## src/rtl/rcf_pkg.sv

```systemverilog
/*
 * shared constants of the stored-setting and debug-route command handler.
 * assumes nothing beyond a single clock domain.
 */
package rcf_pkg;
	// command codes
	localparam logic [7:0] CMD_SET_WRITE = 8'h12;
	localparam logic [7:0] CMD_SET_COUNT = 8'h13;
	localparam logic [7:0] CMD_SET_READ = 8'h14;
	localparam logic [7:0] CMD_RESERVED = 8'h15;
	localparam logic [7:0] CMD_FIELD_ON = 8'h16;
	localparam logic [7:0] CMD_FIELD_OFF = 8'h17;
	localparam logic [7:0] CMD_DBG_ROUTE = 8'h18;
	// selector ranges
	localparam logic [7:0] TX_CFG_FIRST = 8'h00;
	localparam logic [7:0] TX_CFG_LAST = 8'h1c;
	localparam logic [7:0] RX_CFG_FIRST = 8'h80;
	localparam logic [7:0] RX_CFG_LAST = 8'h9c;
	// payload limits
	localparam int WR_ELEM_MAX = 42;
	localparam int ELEM_BYTES = 6;
	localparam int RD_PAIR_MAX = 39;
	localparam int ROUTE_MAX = 4;
	// field-enable parameter bits
	localparam int FLD_NO_COLL_BIT = 0;
	localparam int FLD_ACTIVE_BIT = 1;
	// routing byte fields
	localparam int RT_SIG_LSB = 0;
	localparam int RT_PIN_LSB = 4;
	localparam logic [3:0] SIG_CARRIER = 4'h8;
	localparam logic [3:0] PIN_COUNT = 4'h4;
	// debug pin order: 0 irq, 1 aux one, 2 aux two, 3 general output
	localparam int DBG_PINS = 4;
	// signal groups
	localparam logic [7:0] GRP_CLOCK = 8'h01;
	localparam logic [7:0] GRP_TX_ENC = 8'h1b;
	localparam logic [7:0] GRP_TIMER = 8'h1d;
	localparam logic [7:0] GRP_CARD = 8'h30;
	localparam logic [7:0] GRP_TRX = 8'h58;
	localparam logic [7:0] GRP_RX_DATA = 8'h70;
	localparam logic [7:0] GRP_RX_ERR = 8'h73;
	// transmit encoder group codes
	localparam logic [3:0] TXE_ENVELOPE = 4'h1;
	localparam logic [3:0] TXE_IRQ = 4'h0;
	// reset values
	localparam logic [7:0] GROUP_RESET = 8'h00;
	// parser states, gray in the order listed
	typedef enum logic [2:0] {
		S_CMD = 3'b000,
		S_WRITE = 3'b001,
		S_PARAM = 3'b011,
		S_ROUTE = 3'b010,
		S_COUNT = 3'b110,
		S_READ = 3'b111,
		S_DRAIN = 3'b101
	} rcf_state_t;
	// is a selector inside the transmitter or receiver range
	function automatic logic cfgIdOk(input logic [7:0] id);
		cfgIdOk = (id >= TX_CFG_FIRST && id <= TX_CFG_LAST) ||
			(id >= RX_CFG_FIRST && id <= RX_CFG_LAST);
	endfunction
endpackage

```

## src/rtl/rcf_link_if.sv

```systemverilog
/*
 * byte link between the host end and the device end of the command handler.
 * assumes both ends share clk; serial framing is below this level.
 */
`timescale 1ns/1ps
interface rcf_link_if;
	logic hValid; // host byte offered
	logic [7:0] hByte; // host byte
	logic hLast; // last byte of a command frame
	logic dReady; // device takes host byte
	logic rValid; // response byte offered
	logic [7:0] rByte; // response byte
	logic rLast; // last response byte
	logic rReady; // host takes response byte
	logic excPulse; // device raised an exception
	modport dev (input hValid, hByte, hLast, rReady,
		output dReady, rValid, rByte, rLast, excPulse);
	modport host (output hValid, hByte, hLast, rReady,
		input dReady, rValid, rByte, rLast, excPulse);
endinterface

```

## src/rtl/rcf_device_end.sv

```systemverilog
/*
 * device end: parses host commands, updates and reads stored settings,
 * switches the field with its flags, and routes debug signals to pins.
 * assumes an external setting store that answers combinationally for the
 * selector and address it is shown, and writes on a one-cycle strobe.
 */
`timescale 1ns/1ps
module rcf_device_end
	import rcf_pkg::*;
#(
	parameter int ADDR_W = 8
)
(
	input wire logic clk,
	input wire logic rst_n,
	input wire logic ce,
	rcf_link_if.dev link,
	output logic [7:0] storeCfg,
	output logic [ADDR_W-1:0] storeAddr,
	input wire logic [7:0] storeCount,
	input wire logic [31:0] storeRdData,
	output logic storeWrEn,
	output logic [31:0] storeWrData,
	output logic fieldOn,
	output logic noCollAvoid,
	output logic activeMode,
	input wire logic fieldUpIrqEn,
	input wire logic fieldDownIrqEn,
	input wire logic fieldUpIrqClr,
	input wire logic fieldDownIrqClr,
	output logic fieldUpIrqFlag,
	output logic fieldDownIrqFlag,
	input wire logic debugBusAllow,
	input wire logic carrierClk,
	input wire logic [7:0] clockGroupSig,
	input wire logic [1:0] txEncGroupSig,
	output logic [DBG_PINS-1:0] debugPin,
	output logic [DBG_PINS-1:0] debugPinEn
);
	import rcf_pkg::*;

	rcf_state_t state; // parser state
	logic [7:0] code; // command being parsed
	logic [7:0] cfgSel; // selected setting
	logic [ADDR_W-1:0] regAddr; // element address, or pair index on reads
	logic [2:0] byteIdx; // byte within an element or pair
	logic [5:0] elemCnt; // elements or routing bytes seen
	logic [5:0] pairTotal; // pairs to send
	logic [23:0] wordLow; // low value bytes of an element
	logic [39:0] pairBuf; // outgoing bytes, low first
	logic pairFull; // pairBuf holds a pair or the count answer
	logic acc; // host byte taken
	logic rsp; // response byte taken
	logic fieldUpEvt; // field just came up
	logic fieldDownEvt; // field just went down
	logic [7:0] dbgGroup; // active group
	logic [3:0] routeSel [DBG_PINS]; // signal per pin
	logic [DBG_PINS-1:0] routeOn; // pin carries a signal
	logic [3:0] pendSel [DBG_PINS]; // routing being collected
	logic [DBG_PINS-1:0] pendOn;
	logic [7:0] pendGroup;
	logic [3:0] rtPin; // pin nibble of routing byte
	logic [3:0] rtSig; // signal nibble of routing byte
	logic lastPair; // pair index is on the final pair of a read

	assign link.dReady = (state != S_COUNT) && (state != S_READ);
	assign acc = ce && link.hValid && link.dReady;
	assign rsp = ce && link.rValid && link.rReady;
	assign link.rValid = pairFull;
	assign link.rByte = pairBuf[7:0];
	// pairTotal is never zero in the read state, so the wrap of the minus is unused
	assign lastPair = (regAddr == ADDR_W'(pairTotal - 6'd1));
	assign link.rLast = (state == S_COUNT) || (byteIdx == 3'd4 && lastPair);
	// count lookup sees the parameter byte as it arrives
	assign storeCfg = (state == S_PARAM) ? link.hByte : cfgSel;
	assign storeAddr = regAddr;
	assign rtPin = link.hByte[RT_PIN_LSB +: 4];
	assign rtSig = link.hByte[RT_SIG_LSB +: 4];

	// one selected signal of a group
	function automatic logic pickSig(input logic [7:0] grp, input logic [3:0] sel,
		input logic [7:0] clkSigs, input logic [1:0] txSigs, input logic car);
		pickSig = 1'b0;
		if (sel == SIG_CARRIER) begin
			pickSig = car;
		end else if (grp == GRP_CLOCK && sel < SIG_CARRIER) begin
			pickSig = clkSigs[sel[2:0]];
		end else if (grp == GRP_TX_ENC && (sel == TXE_ENVELOPE || sel == TXE_IRQ)) begin
			pickSig = txSigs[sel[0]];
		end
	endfunction

	// command parser
	always_ff @(posedge clk) begin
		if (!rst_n) begin
			state <= S_CMD;
			code <= 8'h00;
			cfgSel <= 8'h00;
			regAddr <= '0;
			byteIdx <= 3'd0;
			elemCnt <= 6'd0;
			pairTotal <= 6'd0;
			wordLow <= 24'h0;
			pairBuf <= 40'h0;
			pairFull <= 1'b0;
			link.excPulse <= 1'b0;
			storeWrEn <= 1'b0;
			storeWrData <= 32'h0;
		end else if (ce) begin
			link.excPulse <= 1'b0;
			storeWrEn <= 1'b0;
			unique case (state)
				S_CMD: if (acc) begin
					code <= link.hByte;
					byteIdx <= 3'd0;
					elemCnt <= 6'd0;
					if (link.hByte == CMD_RESERVED) begin
						state <= link.hLast ? S_CMD : S_DRAIN;
					end else if (link.hByte == CMD_SET_WRITE) begin
						link.excPulse <= link.hLast;
						state <= link.hLast ? S_CMD : S_WRITE;
					end else if (link.hByte == CMD_DBG_ROUTE) begin
						link.excPulse <= link.hLast;
						state <= link.hLast ? S_CMD : S_ROUTE;
					end else if (link.hByte >= CMD_SET_COUNT && link.hByte <= CMD_FIELD_OFF) begin
						link.excPulse <= link.hLast;
						state <= link.hLast ? S_CMD : S_PARAM;
					end else begin
						link.excPulse <= 1'b1; // not handled here
						state <= link.hLast ? S_CMD : S_DRAIN;
					end
				end
				S_WRITE: if (acc) begin
					byteIdx <= (byteIdx == 3'd5) ? 3'd0 : byteIdx + 3'd1;
					if (byteIdx == 3'd0) begin
						cfgSel <= link.hByte;
					end else if (byteIdx == 3'd1) begin
						regAddr <= link.hByte[ADDR_W-1:0];
					end else if (byteIdx != 3'd5) begin
						wordLow <= {link.hByte, wordLow[23:8]};
					end
					if (byteIdx == 3'd5) begin
						elemCnt <= elemCnt + 6'd1;
						if (!cfgIdOk(cfgSel) || {8'h00, regAddr} >= {8'h00, storeCount} ||
							elemCnt >= 6'(WR_ELEM_MAX)) begin
							link.excPulse <= 1'b1;
							state <= link.hLast ? S_CMD : S_DRAIN;
						end else begin
							storeWrEn <= 1'b1;
							storeWrData <= {link.hByte, wordLow};
							if (link.hLast) begin
								state <= S_CMD;
							end
						end
					end else if (link.hLast) begin
						link.excPulse <= 1'b1; // partial element
						state <= S_CMD;
					end
				end
				S_PARAM: if (acc) begin
					state <= link.hLast ? S_CMD : S_DRAIN;
					link.excPulse <= !link.hLast; // surplus parameter bytes
					if (link.hLast && (code == CMD_SET_COUNT || code == CMD_SET_READ)) begin
						if (!cfgIdOk(link.hByte)) begin
							link.excPulse <= 1'b1;
						end else if (code == CMD_SET_COUNT) begin
							pairBuf <= {32'h0, storeCount};
							pairFull <= 1'b1;
							state <= S_COUNT;
						end else if (storeCount != 8'h00) begin
							cfgSel <= link.hByte;
							regAddr <= '0;
							pairTotal <= (storeCount > 8'(RD_PAIR_MAX)) ?
								6'(RD_PAIR_MAX) : storeCount[5:0];
							state <= S_READ;
						end
					end
				end
				S_COUNT: if (rsp) begin
					pairFull <= 1'b0;
					state <= S_CMD;
				end
				S_READ: if (!pairFull) begin
					pairBuf <= {storeRdData, 8'(regAddr)};
					pairFull <= 1'b1;
					byteIdx <= 3'd0;
				end else if (rsp) begin
					pairBuf <= {8'h00, pairBuf[39:8]};
					byteIdx <= byteIdx + 3'd1;
					if (byteIdx == 3'd4) begin
						pairFull <= 1'b0;
						regAddr <= regAddr + 1'b1;
						if (lastPair) begin
							state <= S_CMD;
						end
					end
				end
				S_ROUTE: if (acc) begin
					elemCnt <= elemCnt + 6'd1;
					if (elemCnt > 6'(ROUTE_MAX)) begin
						link.excPulse <= 1'b1;
						state <= link.hLast ? S_CMD : S_DRAIN;
					end else if (link.hLast) begin
						link.excPulse <= (elemCnt == 6'd0); // group byte only
						state <= S_CMD;
					end
				end
				S_DRAIN: if (acc && link.hLast) begin
					state <= S_CMD;
				end
				default: state <= S_CMD;
			endcase
		end
	end

	// field control and its one-cycle events
	always_ff @(posedge clk) begin
		if (!rst_n) begin
			fieldOn <= 1'b0;
			noCollAvoid <= 1'b0;
			activeMode <= 1'b0;
			fieldUpEvt <= 1'b0;
			fieldDownEvt <= 1'b0;
		end else if (ce) begin
			fieldUpEvt <= 1'b0;
			fieldDownEvt <= 1'b0;
			if (state == S_PARAM && acc && link.hLast && code == CMD_FIELD_ON) begin
				fieldOn <= 1'b1;
				noCollAvoid <= link.hByte[FLD_NO_COLL_BIT];
				activeMode <= link.hByte[FLD_ACTIVE_BIT];
				fieldUpEvt <= 1'b1;
			end
			if (state == S_PARAM && acc && link.hLast && code == CMD_FIELD_OFF) begin
				fieldOn <= 1'b0; // parameter value ignored
				fieldDownEvt <= 1'b1;
			end
		end
	end

	// sticky flags; a set in the clearing cycle wins
	always_ff @(posedge clk) begin
		if (!rst_n) begin
			fieldUpIrqFlag <= 1'b0;
			fieldDownIrqFlag <= 1'b0;
		end else if (ce) begin
			fieldUpIrqFlag <= (fieldUpEvt && fieldUpIrqEn) ||
				(fieldUpIrqFlag && !fieldUpIrqClr);
			fieldDownIrqFlag <= (fieldDownEvt && fieldDownIrqEn) ||
				(fieldDownIrqFlag && !fieldDownIrqClr);
		end
	end

	// route collection; committed as a whole when the frame ends cleanly
	always_ff @(posedge clk) begin
		if (!rst_n) begin
			pendGroup <= GROUP_RESET;
			pendOn <= '0;
			dbgGroup <= GROUP_RESET;
			routeOn <= '0;
			for (int i = 0; i < DBG_PINS; i++) begin
				pendSel[i] <= 4'h0;
				routeSel[i] <= 4'h0;
			end
		end else if (ce && state == S_ROUTE && acc) begin
			if (elemCnt == 6'd0) begin
				pendGroup <= link.hByte;
				pendOn <= '0;
			end else if (elemCnt <= 6'(ROUTE_MAX)) begin
				// reserved pins and signals leave the pin unrouted
				if (rtPin < PIN_COUNT && rtSig <= SIG_CARRIER) begin
					pendSel[rtPin[1:0]] <= rtSig;
					pendOn[rtPin[1:0]] <= 1'b1;
				end
				if (link.hLast) begin
					dbgGroup <= pendGroup;
					routeOn <= pendOn;
					for (int i = 0; i < DBG_PINS; i++) begin
						routeSel[i] <= pendSel[i];
					end
					if (rtPin < PIN_COUNT && rtSig <= SIG_CARRIER) begin
						routeOn[rtPin[1:0]] <= 1'b1;
						routeSel[rtPin[1:0]] <= rtSig;
					end
				end
			end
		end
	end

	// each pin sampled on its own; one cycle of latency, carrier included
	always_ff @(posedge clk) begin
		if (!rst_n) begin
			debugPin <= '0;
			debugPinEn <= '0;
		end else if (ce) begin
			for (int i = 0; i < DBG_PINS; i++) begin
				debugPinEn[i] <= debugBusAllow && routeOn[i];
				debugPin[i] <= debugBusAllow && routeOn[i] &&
					pickSig(dbgGroup, routeSel[i], clockGroupSig, txEncGroupSig, carrierClk);
			end
		end
	end
endmodule

```

## src/flat_wrapper.sv

```systemverilog
// flat-port wrapper written by rule: the top's interface ports become plain ports
module rcf_device_end_flat import rcf_pkg::*;
#(
	parameter int ADDR_W = 8
)
  (clk, rst_n, ce, storeCfg, storeAddr, storeCount, storeRdData, storeWrEn, storeWrData, fieldOn, noCollAvoid, activeMode, fieldUpIrqEn, fieldDownIrqEn, fieldUpIrqClr, fieldDownIrqClr, fieldUpIrqFlag, fieldDownIrqFlag, debugBusAllow, carrierClk, clockGroupSig, txEncGroupSig, debugPin, debugPinEn, link_hValid, link_hByte, link_hLast, link_rReady, link_dReady, link_rValid, link_rByte, link_rLast, link_excPulse);
  rcf_link_if link_i ();
  input wire logic clk;
  input wire logic rst_n;
  input wire logic ce;
  output logic [7:0] storeCfg;
  output logic [ADDR_W-1:0] storeAddr;
  input wire logic [7:0] storeCount;
  input wire logic [31:0] storeRdData;
  output logic storeWrEn;
  output logic [31:0] storeWrData;
  output logic fieldOn;
  output logic noCollAvoid;
  output logic activeMode;
  input wire logic fieldUpIrqEn;
  input wire logic fieldDownIrqEn;
  input wire logic fieldUpIrqClr;
  input wire logic fieldDownIrqClr;
  output logic fieldUpIrqFlag;
  output logic fieldDownIrqFlag;
  input wire logic debugBusAllow;
  input wire logic carrierClk;
  input wire logic [7:0] clockGroupSig;
  input wire logic [1:0] txEncGroupSig;
  output logic [DBG_PINS-1:0] debugPin;
  output logic [DBG_PINS-1:0] debugPinEn;
  input wire logic [$bits(link_i.hValid)-1:0] link_hValid;
  input wire logic [$bits(link_i.hByte)-1:0] link_hByte;
  input wire logic [$bits(link_i.hLast)-1:0] link_hLast;
  input wire logic [$bits(link_i.rReady)-1:0] link_rReady;
  output wire logic [$bits(link_i.dReady)-1:0] link_dReady;
  output wire logic [$bits(link_i.rValid)-1:0] link_rValid;
  output wire logic [$bits(link_i.rByte)-1:0] link_rByte;
  output wire logic [$bits(link_i.rLast)-1:0] link_rLast;
  output wire logic [$bits(link_i.excPulse)-1:0] link_excPulse;
  assign link_i.hValid = link_hValid;
  assign link_i.hByte = link_hByte;
  assign link_i.hLast = link_hLast;
  assign link_i.rReady = link_rReady;
  assign link_dReady = link_i.dReady;
  assign link_rValid = link_i.rValid;
  assign link_rByte = link_i.rByte;
  assign link_rLast = link_i.rLast;
  assign link_excPulse = link_i.excPulse;
  rcf_device_end #(.ADDR_W(ADDR_W)) u_core (.clk(clk), .rst_n(rst_n), .ce(ce), .link(link_i), .storeCfg(storeCfg), .storeAddr(storeAddr), .storeCount(storeCount), .storeRdData(storeRdData), .storeWrEn(storeWrEn), .storeWrData(storeWrData), .fieldOn(fieldOn), .noCollAvoid(noCollAvoid), .activeMode(activeMode), .fieldUpIrqEn(fieldUpIrqEn), .fieldDownIrqEn(fieldDownIrqEn), .fieldUpIrqClr(fieldUpIrqClr), .fieldDownIrqClr(fieldDownIrqClr), .fieldUpIrqFlag(fieldUpIrqFlag), .fieldDownIrqFlag(fieldDownIrqFlag), .debugBusAllow(debugBusAllow), .carrierClk(carrierClk), .clockGroupSig(clockGroupSig), .txEncGroupSig(txEncGroupSig), .debugPin(debugPin), .debugPinEn(debugPinEn));
endmodule
```

## config.mk

```make
export PLATFORM = sky130hd
export DESIGN_NAME = rcf_device_end_flat
export DESIGN_NICKNAME = d
export VERILOG_FILES = /design/src/rtl/rcf_pkg.sv /design/src/rtl/rcf_link_if.sv /design/src/rtl/rcf_device_end.sv /design/src/flat_wrapper.sv
export SDC_FILE = /design/constraint.sdc
export NUM_CORES = 1
export LEC_CHECK = 0
export ABC_AREA = 1
export BUFFER_PORTS_ARGS = -buffer_cell sky130_fd_sc_hd__buf_2
export CAP_MARGIN = 15
export CORE_UTILIZATION = 58
export DETAILED_ROUTE_END_ITERATION = 6
export GPL_TIMING_DRIVEN = 1
export PLACE_DENSITY = 0.8
export SLEW_MARGIN = 20
export SYNTH_ARGS = -nofsm -noshare
export SYNTH_HDL_FRONTEND = slang
export SYNTH_SLANG_ARGS = --single-unit
```

## constraint.sdc

```tcl
create_clock -name clk -period 2.4 [get_ports clk]
set_input_delay 0.12 -clock clk [delete_from_list [all_inputs] [get_ports clk]]
set_output_delay 0.12 -clock clk [all_outputs]
set_load 0.03 [all_outputs]
```

==> results of run 1 <==
## worst reg2reg max path, cell delays in order (launching register included)
cell     delay (ns)
dfxtp_1        0.38
buf_4          0.20
nor2_2         0.25
inv_2          0.22
nor2_1         0.15
nand2_1        0.08
nor3_2         0.47
o21ai_0        0.20
a21oi_1        0.21
## area by class of cell
type                            instances  area, um2
Multi-Input combinational cell        940       4696
Clock inverter                         10      56.30
Clock buffer                           31      646.9
Fill cell                            1404       5105
Inverter                              192      726.9
Timing Repair inverter                  1      5.005
Tap cell                              225      281.5
Sequential cell                       212       4567
Timing Repair Buffer                  206       1272
## logic make-up after synthesis
logic type      count (synthesis)  synth area share, %
compound gates                417                21.36
fa+ha+maj                      16                1.937
xor+xnor                       12                1.017
buf+inv                       269                10.62
flops                         212                44.16
simple gates                  495                20.91
## worst paths after layout
path                                              from                     end  slack [ns]  cells past startpoint
worst min-delay path                   storeRdData[29]      u_core.pairBuf[37]        0.01                      5
worst max register to register         u_core.state[2]     u_core.pairTotal[0]        0.15                      8
worst max-delay path                   u_core.state[2]             storeCfg[2]        0.10                      5
worst min register to register  u_core.storeWrData[17]  u_core.storeWrData[17]        0.44                      2
## timing repair
item,in CTS,in global routing
setup endpoints to repair,1,14
resized for setup,1,12
cloned,0,1
hold endpoints to repair,24,0
hold buffers,20,0
## layer usage
| metal | up-vias | share of wire (%) |
|---|---|---|
| li1 | 4986 | - |
| met1 | 4658 | 43 |
| met2 | 394 | 47 |
| met3 | 60 | 7.6 |
| met4 | 0 | 2.6 |
| met5 | - | 0 |
## synth_stat cells (all sizes together) (8+ instances only)
library cell  number
nand2            226
o21ai            207
inv              187
dfxtp            180
nor2             167
a21oi            163
nand3             56
clkbuf            44
buf               33
edfxtp            32
nor3              20
ha                16
nand4             14
o221ai            10
o22ai             10
xor2               9
a31oi              8
## metrics by stage
stage          util (%)  hold WS (ns)
3_3_place_gp      65.18        0.3851
4_1_cts           70.40      0.002859
6_report          70.59       0.01163
2_1_floorplan         -        0.2800
3_5_place_dp      65.18        0.3930
5_1_grt           70.59       0.02145
## sequential cells by signal, indices dropped and copies added (netlist names), 8 cells and up
signal	count
u_core.routeSel	16
u_core.cfgSel	8
u_core.pendGroup	8
u_core.storeWrData	32
u_core.code	8
u_core.dbgGroup	8
u_core.pendSel	16
u_core.wordLow	24
u_core.pairBuf	40
u_core.storeAddr	8
## placed cells by master, fill, tap and decap left out, types with 8 or more instances in the layout
master         instances
edfxtp_1              32
buf_4                 42
xor2_1                 9
dfxtp_1              178
nand4_1               14
a21oi_1              162
o221ai_1              10
o21ai_0              202
a31oi_1                8
o22ai_1               10
nand3_1               52
nand2_1              218
clkbuf_16             24
ha_1                  15
inv_1                178
buf_2                141
nor2_1               158
nor3_1                15
dlygate4sd3_1         20
## power groups by stage
stage,clock (uW),combinational [uW],sequential [uW]
after CTS,3340,535,3680
final,3320,548,3680
after global placement,0,505,3750
after floorplan,0,314,3750
after global routing,3500,603,3680
after detailed placement,0,509,3750
==> impl_metrics.py, run 1 <==
metrics = {
    "outcome": {
        "status": "complete, no violations",
    },
    "sta": {
        "finalSetupViolations": 0,
        "rsz0062_at_grt": "true",
        "finalMaxSlewViolations": 0,
        "fin_setup_tns_ns": 0,
        "max_slew_margin_pct": 59.18,
        "hold_viol_final": 0,
        "clock-skew-final_ns": 0.01901,
        "fin_crit_sh_pct": 95.64,
        "post-route-min-period_ns": 2.295,
        "fmax_mhz": 435.6,
        "fin_ws_ns": 0.1046,
        "tightest_slew_ns": 0.6090,
    },
    "clock_network": {
        "htree_levels": 1,
        "clk_latency_ns": 0.51,
        "cts_tree": "yes",
        "cts.sinks": 212,
        "cts.clk_slew.worst_paths_ns": 0.06,
        "clk_path_buf_depth": 3,
        "ctsRootBufferMaster": "clkbuf_16",
        "postCtsSetupRepairBufs": 0,
        "cts_made_buffers": 23,
    },
    "synth": {
        "synth_flop_cell": "dfxtp_1",
        "synthArstFlopShare_pct": 0,
        "synth_seq_cells": 212,
        "avgSynthCellArea_um2": 7.273,
        "synth_top_area_share_pct": 34.87,
        "yosysTopAreaCell": "dfxtp_1",
        "synth_cell_type_count": 46,
        "yosys_warnings": 0,
        "synth_nets": 1507,
        "syn_area_mm2": 0.01033,
        "synth_area_leaders": "dfxtp_1 (35%), o21ai_0 (9.9%), edfxtp_1 (9.3%)",
        "yosysSeqAreaShare_pct": 44.16,
        "synth_edf_count": 32,
        "synth_cells": 1421,
    },
    "floorplan": {
        "initial_core_util_pct": 59.54,
        "core_area_mm2": 0.01736,
        "die-area_mm2": 0.01836,
        "ioPinCount": 144,
        "die_w_um": 135.5,
        "fp.dieH_um": 135.5,
        "row_count": 48,
    },
    "detailed_routing": {
        "drt-pass1-iter-count": 6,
        "via_per_inst": 5.558,
        "initialDrtViolationCount": 893,
        "ant_nets": 0,
        "drt-total-wl_um": 28180,
        "drcViolationCount": 0,
        "vias": 10100,
        "wl_per_cell_um": 15.51,
    },
    "global_route": {
        "grt_pass1_wl_um": 45030,
        "met1_usage_pct": 40.08,
        "met3_usage_pct": 5.387,
        "grt_max_degree": 76,
        "grtUsageMet2_pct": 51.57,
        "gr-max-usage-layer": "met2",
        "grt_pass1_vias": 9170,
        "overflow": 0,
        "grt_antenna_before_repair": 0,
        "grtUsageTotal_pct": 30.49,
    },
    "power": {
        "clock_power_share_pct": 44.0,
        "switching_power_uw": 1815,
        "vdd_ir_drop_max_mv": 0.5740,
        "p_int_uw": 5731,
        "power_density_mw_per_mm2": 615.9,
        "leakagePower_uw": 0.005330,
        "total_power_uw": 7546,
        "sw_frac_of_total_pct": 24.05,
        "p_comb_share_pct": 7.3,
        "seq_power_share_pct": 48.7,
    },
    "cells_and_area": {
        "stdcell_area_mm2": 0.01225,
        "n_antenna_cell": 0,
        "fin_cells": 1817,
        "drive_gt1_share_pct": 16.58,
        "area_growth_pct": 18.55,
        "nNetsFinal": 1662,
    },
    "critical_path": {
        "cp_num_buf_inv": 3,
        "critical_path.top_delay_family": "buffers and inverters",
        "worstPathMaxFanout": 20,
        "critPathKind": "register to output pin",
        "cp-end-kind": "output pin",
        "slowest_delay_ns": 0.38,
        "cp.arrival_ns": 2.18,
        "start_kind": "register",
        "cp.required_ns": 2.28,
        "crit_chain": "buf_4 > nor2_2 > inv_2 > o21ai_0 > buf_2",
        "crit_slowest_cell": "dfxtp_1",
    },
    "place": {
        "place_congestion": 0.8919,
        "placed_area_mm2": 0.01131,
        "portBuffers": 143,
        "dp_slack_ns": 0.2138,
        "post-dp-hpwl_um": 19640,
        "dp_cells": 1755,
    },
    "worst_hold_path": {
        "hold_path_class": "primary input to register",
    },
    "flow_run": {
        "cap_violations": 0,
    },
}
Power figures use the tool's default switching activity.
==> inputs of run 2 (changes only) <==
Settings changed: RECOVER_POWER set to 25.
==> impl_metrics.py, run 2 (synthesis results as in run 1) <==
metrics = {
    "outcome": {
        "status": "complete, no violations",
    },
    "detailed_routing": {
        "drcViolationCount": 0,
        "ant_nets": 0,
        "initialDrtViolationCount": 841,
        "vias": 10070,
        "via_per_inst": 5.544,
        "drt-total-wl_um": 28150,
        "wl_per_cell_um": 15.49,
        "drt-pass1-iter-count": 5,
    },
    "cells_and_area": {
        "area_growth_pct": 17.70,
        "fin_cells": 1817,
        "drive_gt1_share_pct": 12.44,
        "largest_register_ffs": 40,
        "top_register": "u_core.pairBuf",
        "layout_commonest_cell": "nand2_1",
        "n_antenna_cell": 0,
        "nNetsFinal": 1662,
        "fin_util_pct": 70.08,
        "top_regs": "u_core.pairBuf x40, u_core.storeWrData x32, u_core.wordLow x24",
        "final_cell_mix": "nand2_1 (218), o21ai_0 (202), inv_1 (178), dfxtp_1 (178), a21oi_1 (162)",
    },
    "critical_path": {
        "cp.arrival_ns": 2.18,
        "cp_num_buf_inv": 3,
        "crit_slowest_cell": "dfxtp_1",
        "start_kind": "register",
        "cp_num_cells": 5,
        "cp-end-kind": "output pin",
        "cp.required_ns": 2.28,
        "crit_chain": "buf_4 > nor2_2 > inv_2 > o21ai_0 > buf_2",
        "critPathKind": "register to output pin",
        "reg2reg_depth": 8,
        "worstPathMaxFanout": 20,
        "critical_path.top_delay_family": "buffers and inverters",
        "slowest_delay_ns": 0.39,
    },
    "sta": {
        "finalSetupViolations": 0,
        "finalMaxSlewViolations": 0,
        "fmax_mhz": 434.6,
        "clock-skew-final_ns": 0.01744,
        "tightest_slew_ns": 0.6186,
        "max_slew_margin_pct": 58.53,
        "fin_crit_sh_pct": 95.88,
        "rsz0062_at_grt": "true",
        "fin_setup_tns_ns": 0,
        "post-route-min-period_ns": 2.301,
        "hold_viol_final": 0,
    },
    "clock_network": {
        "ctsRootBufferMaster": "clkbuf_16",
        "htree_levels": 1,
        "postCtsSetupRepairBufs": 0,
        "cts.clk_slew.worst_paths_ns": 0.06,
        "cts_tree": "yes",
        "cts.sinks": 212,
        "cts_made_buffers": 23,
        "clk_latency_ns": 0.51,
        "clk_path_buf_depth": 3,
    },
    "global_route": {
        "met3_usage_pct": 5.387,
        "grt_pass1_wl_um": 45030,
        "overflow": 0,
        "grt_antenna_before_repair": 0,
        "grt_pass1_vias": 9170,
        "grt_max_degree": 76,
        "gr-max-usage-layer": "met2",
        "met1_usage_pct": 40.08,
        "grtUsageTotal_pct": 30.49,
        "grtUsageMet2_pct": 51.57,
    },
    "power": {
        "p_int_uw": 5730,
        "total_power_uw": 7543,
        "power_density_mw_per_mm2": 620.1,
        "switching_power_uw": 1814,
        "vdd_ir_drop_max_mv": 0.5735,
        "sw_frac_of_total_pct": 24.04,
        "seq_power_share_pct": 48.8,
        "p_comb_share_pct": 7.3,
        "clock_power_share_pct": 44.0,
        "leakagePower_uw": 0.005042,
    },
    "floorplan": {
        "die-area_mm2": 0.01836,
        "ioPinCount": 144,
        "row_count": 48,
        "core_area_mm2": 0.01736,
        "fp.dieH_um": 135.5,
        "die_w_um": 135.5,
        "initial_core_util_pct": 59.54,
    },
    "place": {
        "portBuffers": 143,
        "post-dp-hpwl_um": 19640,
        "place_congestion": 0.8919,
        "dp_cells": 1755,
    },
    "worst_hold_path": {
        "whs_path_depth": 5,
        "hold_path_class": "primary input to register",
    },
    "flow_run": {
        "cap_violations": 0,
    },
}
[run 2: cell count changes in the layout (fill, tap and decap cells not counted), sizes merged]
cell / change
clkbuf: +66
buf: -66
[run 2: metal layers]
metal,routed length [um],part of all wire (%),vias up
met5,0,0,-
met4,747,2.7,0
met3,2039,7.2,65
met2,13120,47,385
met1,12240,43,4636
li1,-,-,4987
[run 2: through the flow]
stage | instance area, um2 | worst slack, ns | hold slack (ns)
global route | 12160 | -0.05242 | 0.02145
finish | 12160 | 0.09877 | 0.01153
CTS | 12220 | 0.01520 | 0.002859
detailed placement | 11310 | 0.2138 | 0.3930
global placement | 11310 | 0.2470 | 0.3851
floorplan | 10330 | 0.2357 | 0.2800
[run 2: power groups by stage]
stage	Sequential (uW)	Clock (uW)	Combinational [uW]
finish	3680	3320	547
floorplan	3750	0	314
global placement	3750	0	505
detailed placement	3750	0	509
CTS	3680	3340	535
global route	3680	3500	601
[run 2: layout make-up]
cell class / instances / area [um2]
multi-input cells: 940 / 4696
well taps: 225 / 281.5
clock inverters: 10 / 56.30
clock buffers: 31 / 646.9
repair inverters: 1 / 5.005
repair buffers: 206 / 1185
flip-flops and latches: 212 / 4567
fillers: 1447 / 5192
inverters: 192 / 726.9
[run 2: worst reg2reg max path, stage by stage (launching register included)]
cell and delay, ns:
dfxtp_1 0.39, buf_4 0.20, nor2_2 0.25, inv_2 0.22, nor2_1 0.15, nand2_1 0.08
nor3_2 0.48, o21ai_0 0.21, a21oi_1 0.21
[run 2: what timing repair did]
action                                 4_1_cts  5_1_grt
hold buffers                                20        0
resized for setup                            1       12
setup endpoints to repair                    1       14
endpoints found under the hold margin       24        0
gates cloned                                 0        1
[run 2: final timing paths]
kind                                              from                endpoint  slack (ns)
worst max register to register         u_core.state[2]     u_core.pairTotal[0]        0.14
worst min register to register  u_core.storeWrData[17]  u_core.storeWrData[17]        0.44
worst max-delay path                   u_core.state[2]             storeCfg[2]         0.1
worst min-delay path                   storeRdData[29]      u_core.pairBuf[37]        0.01
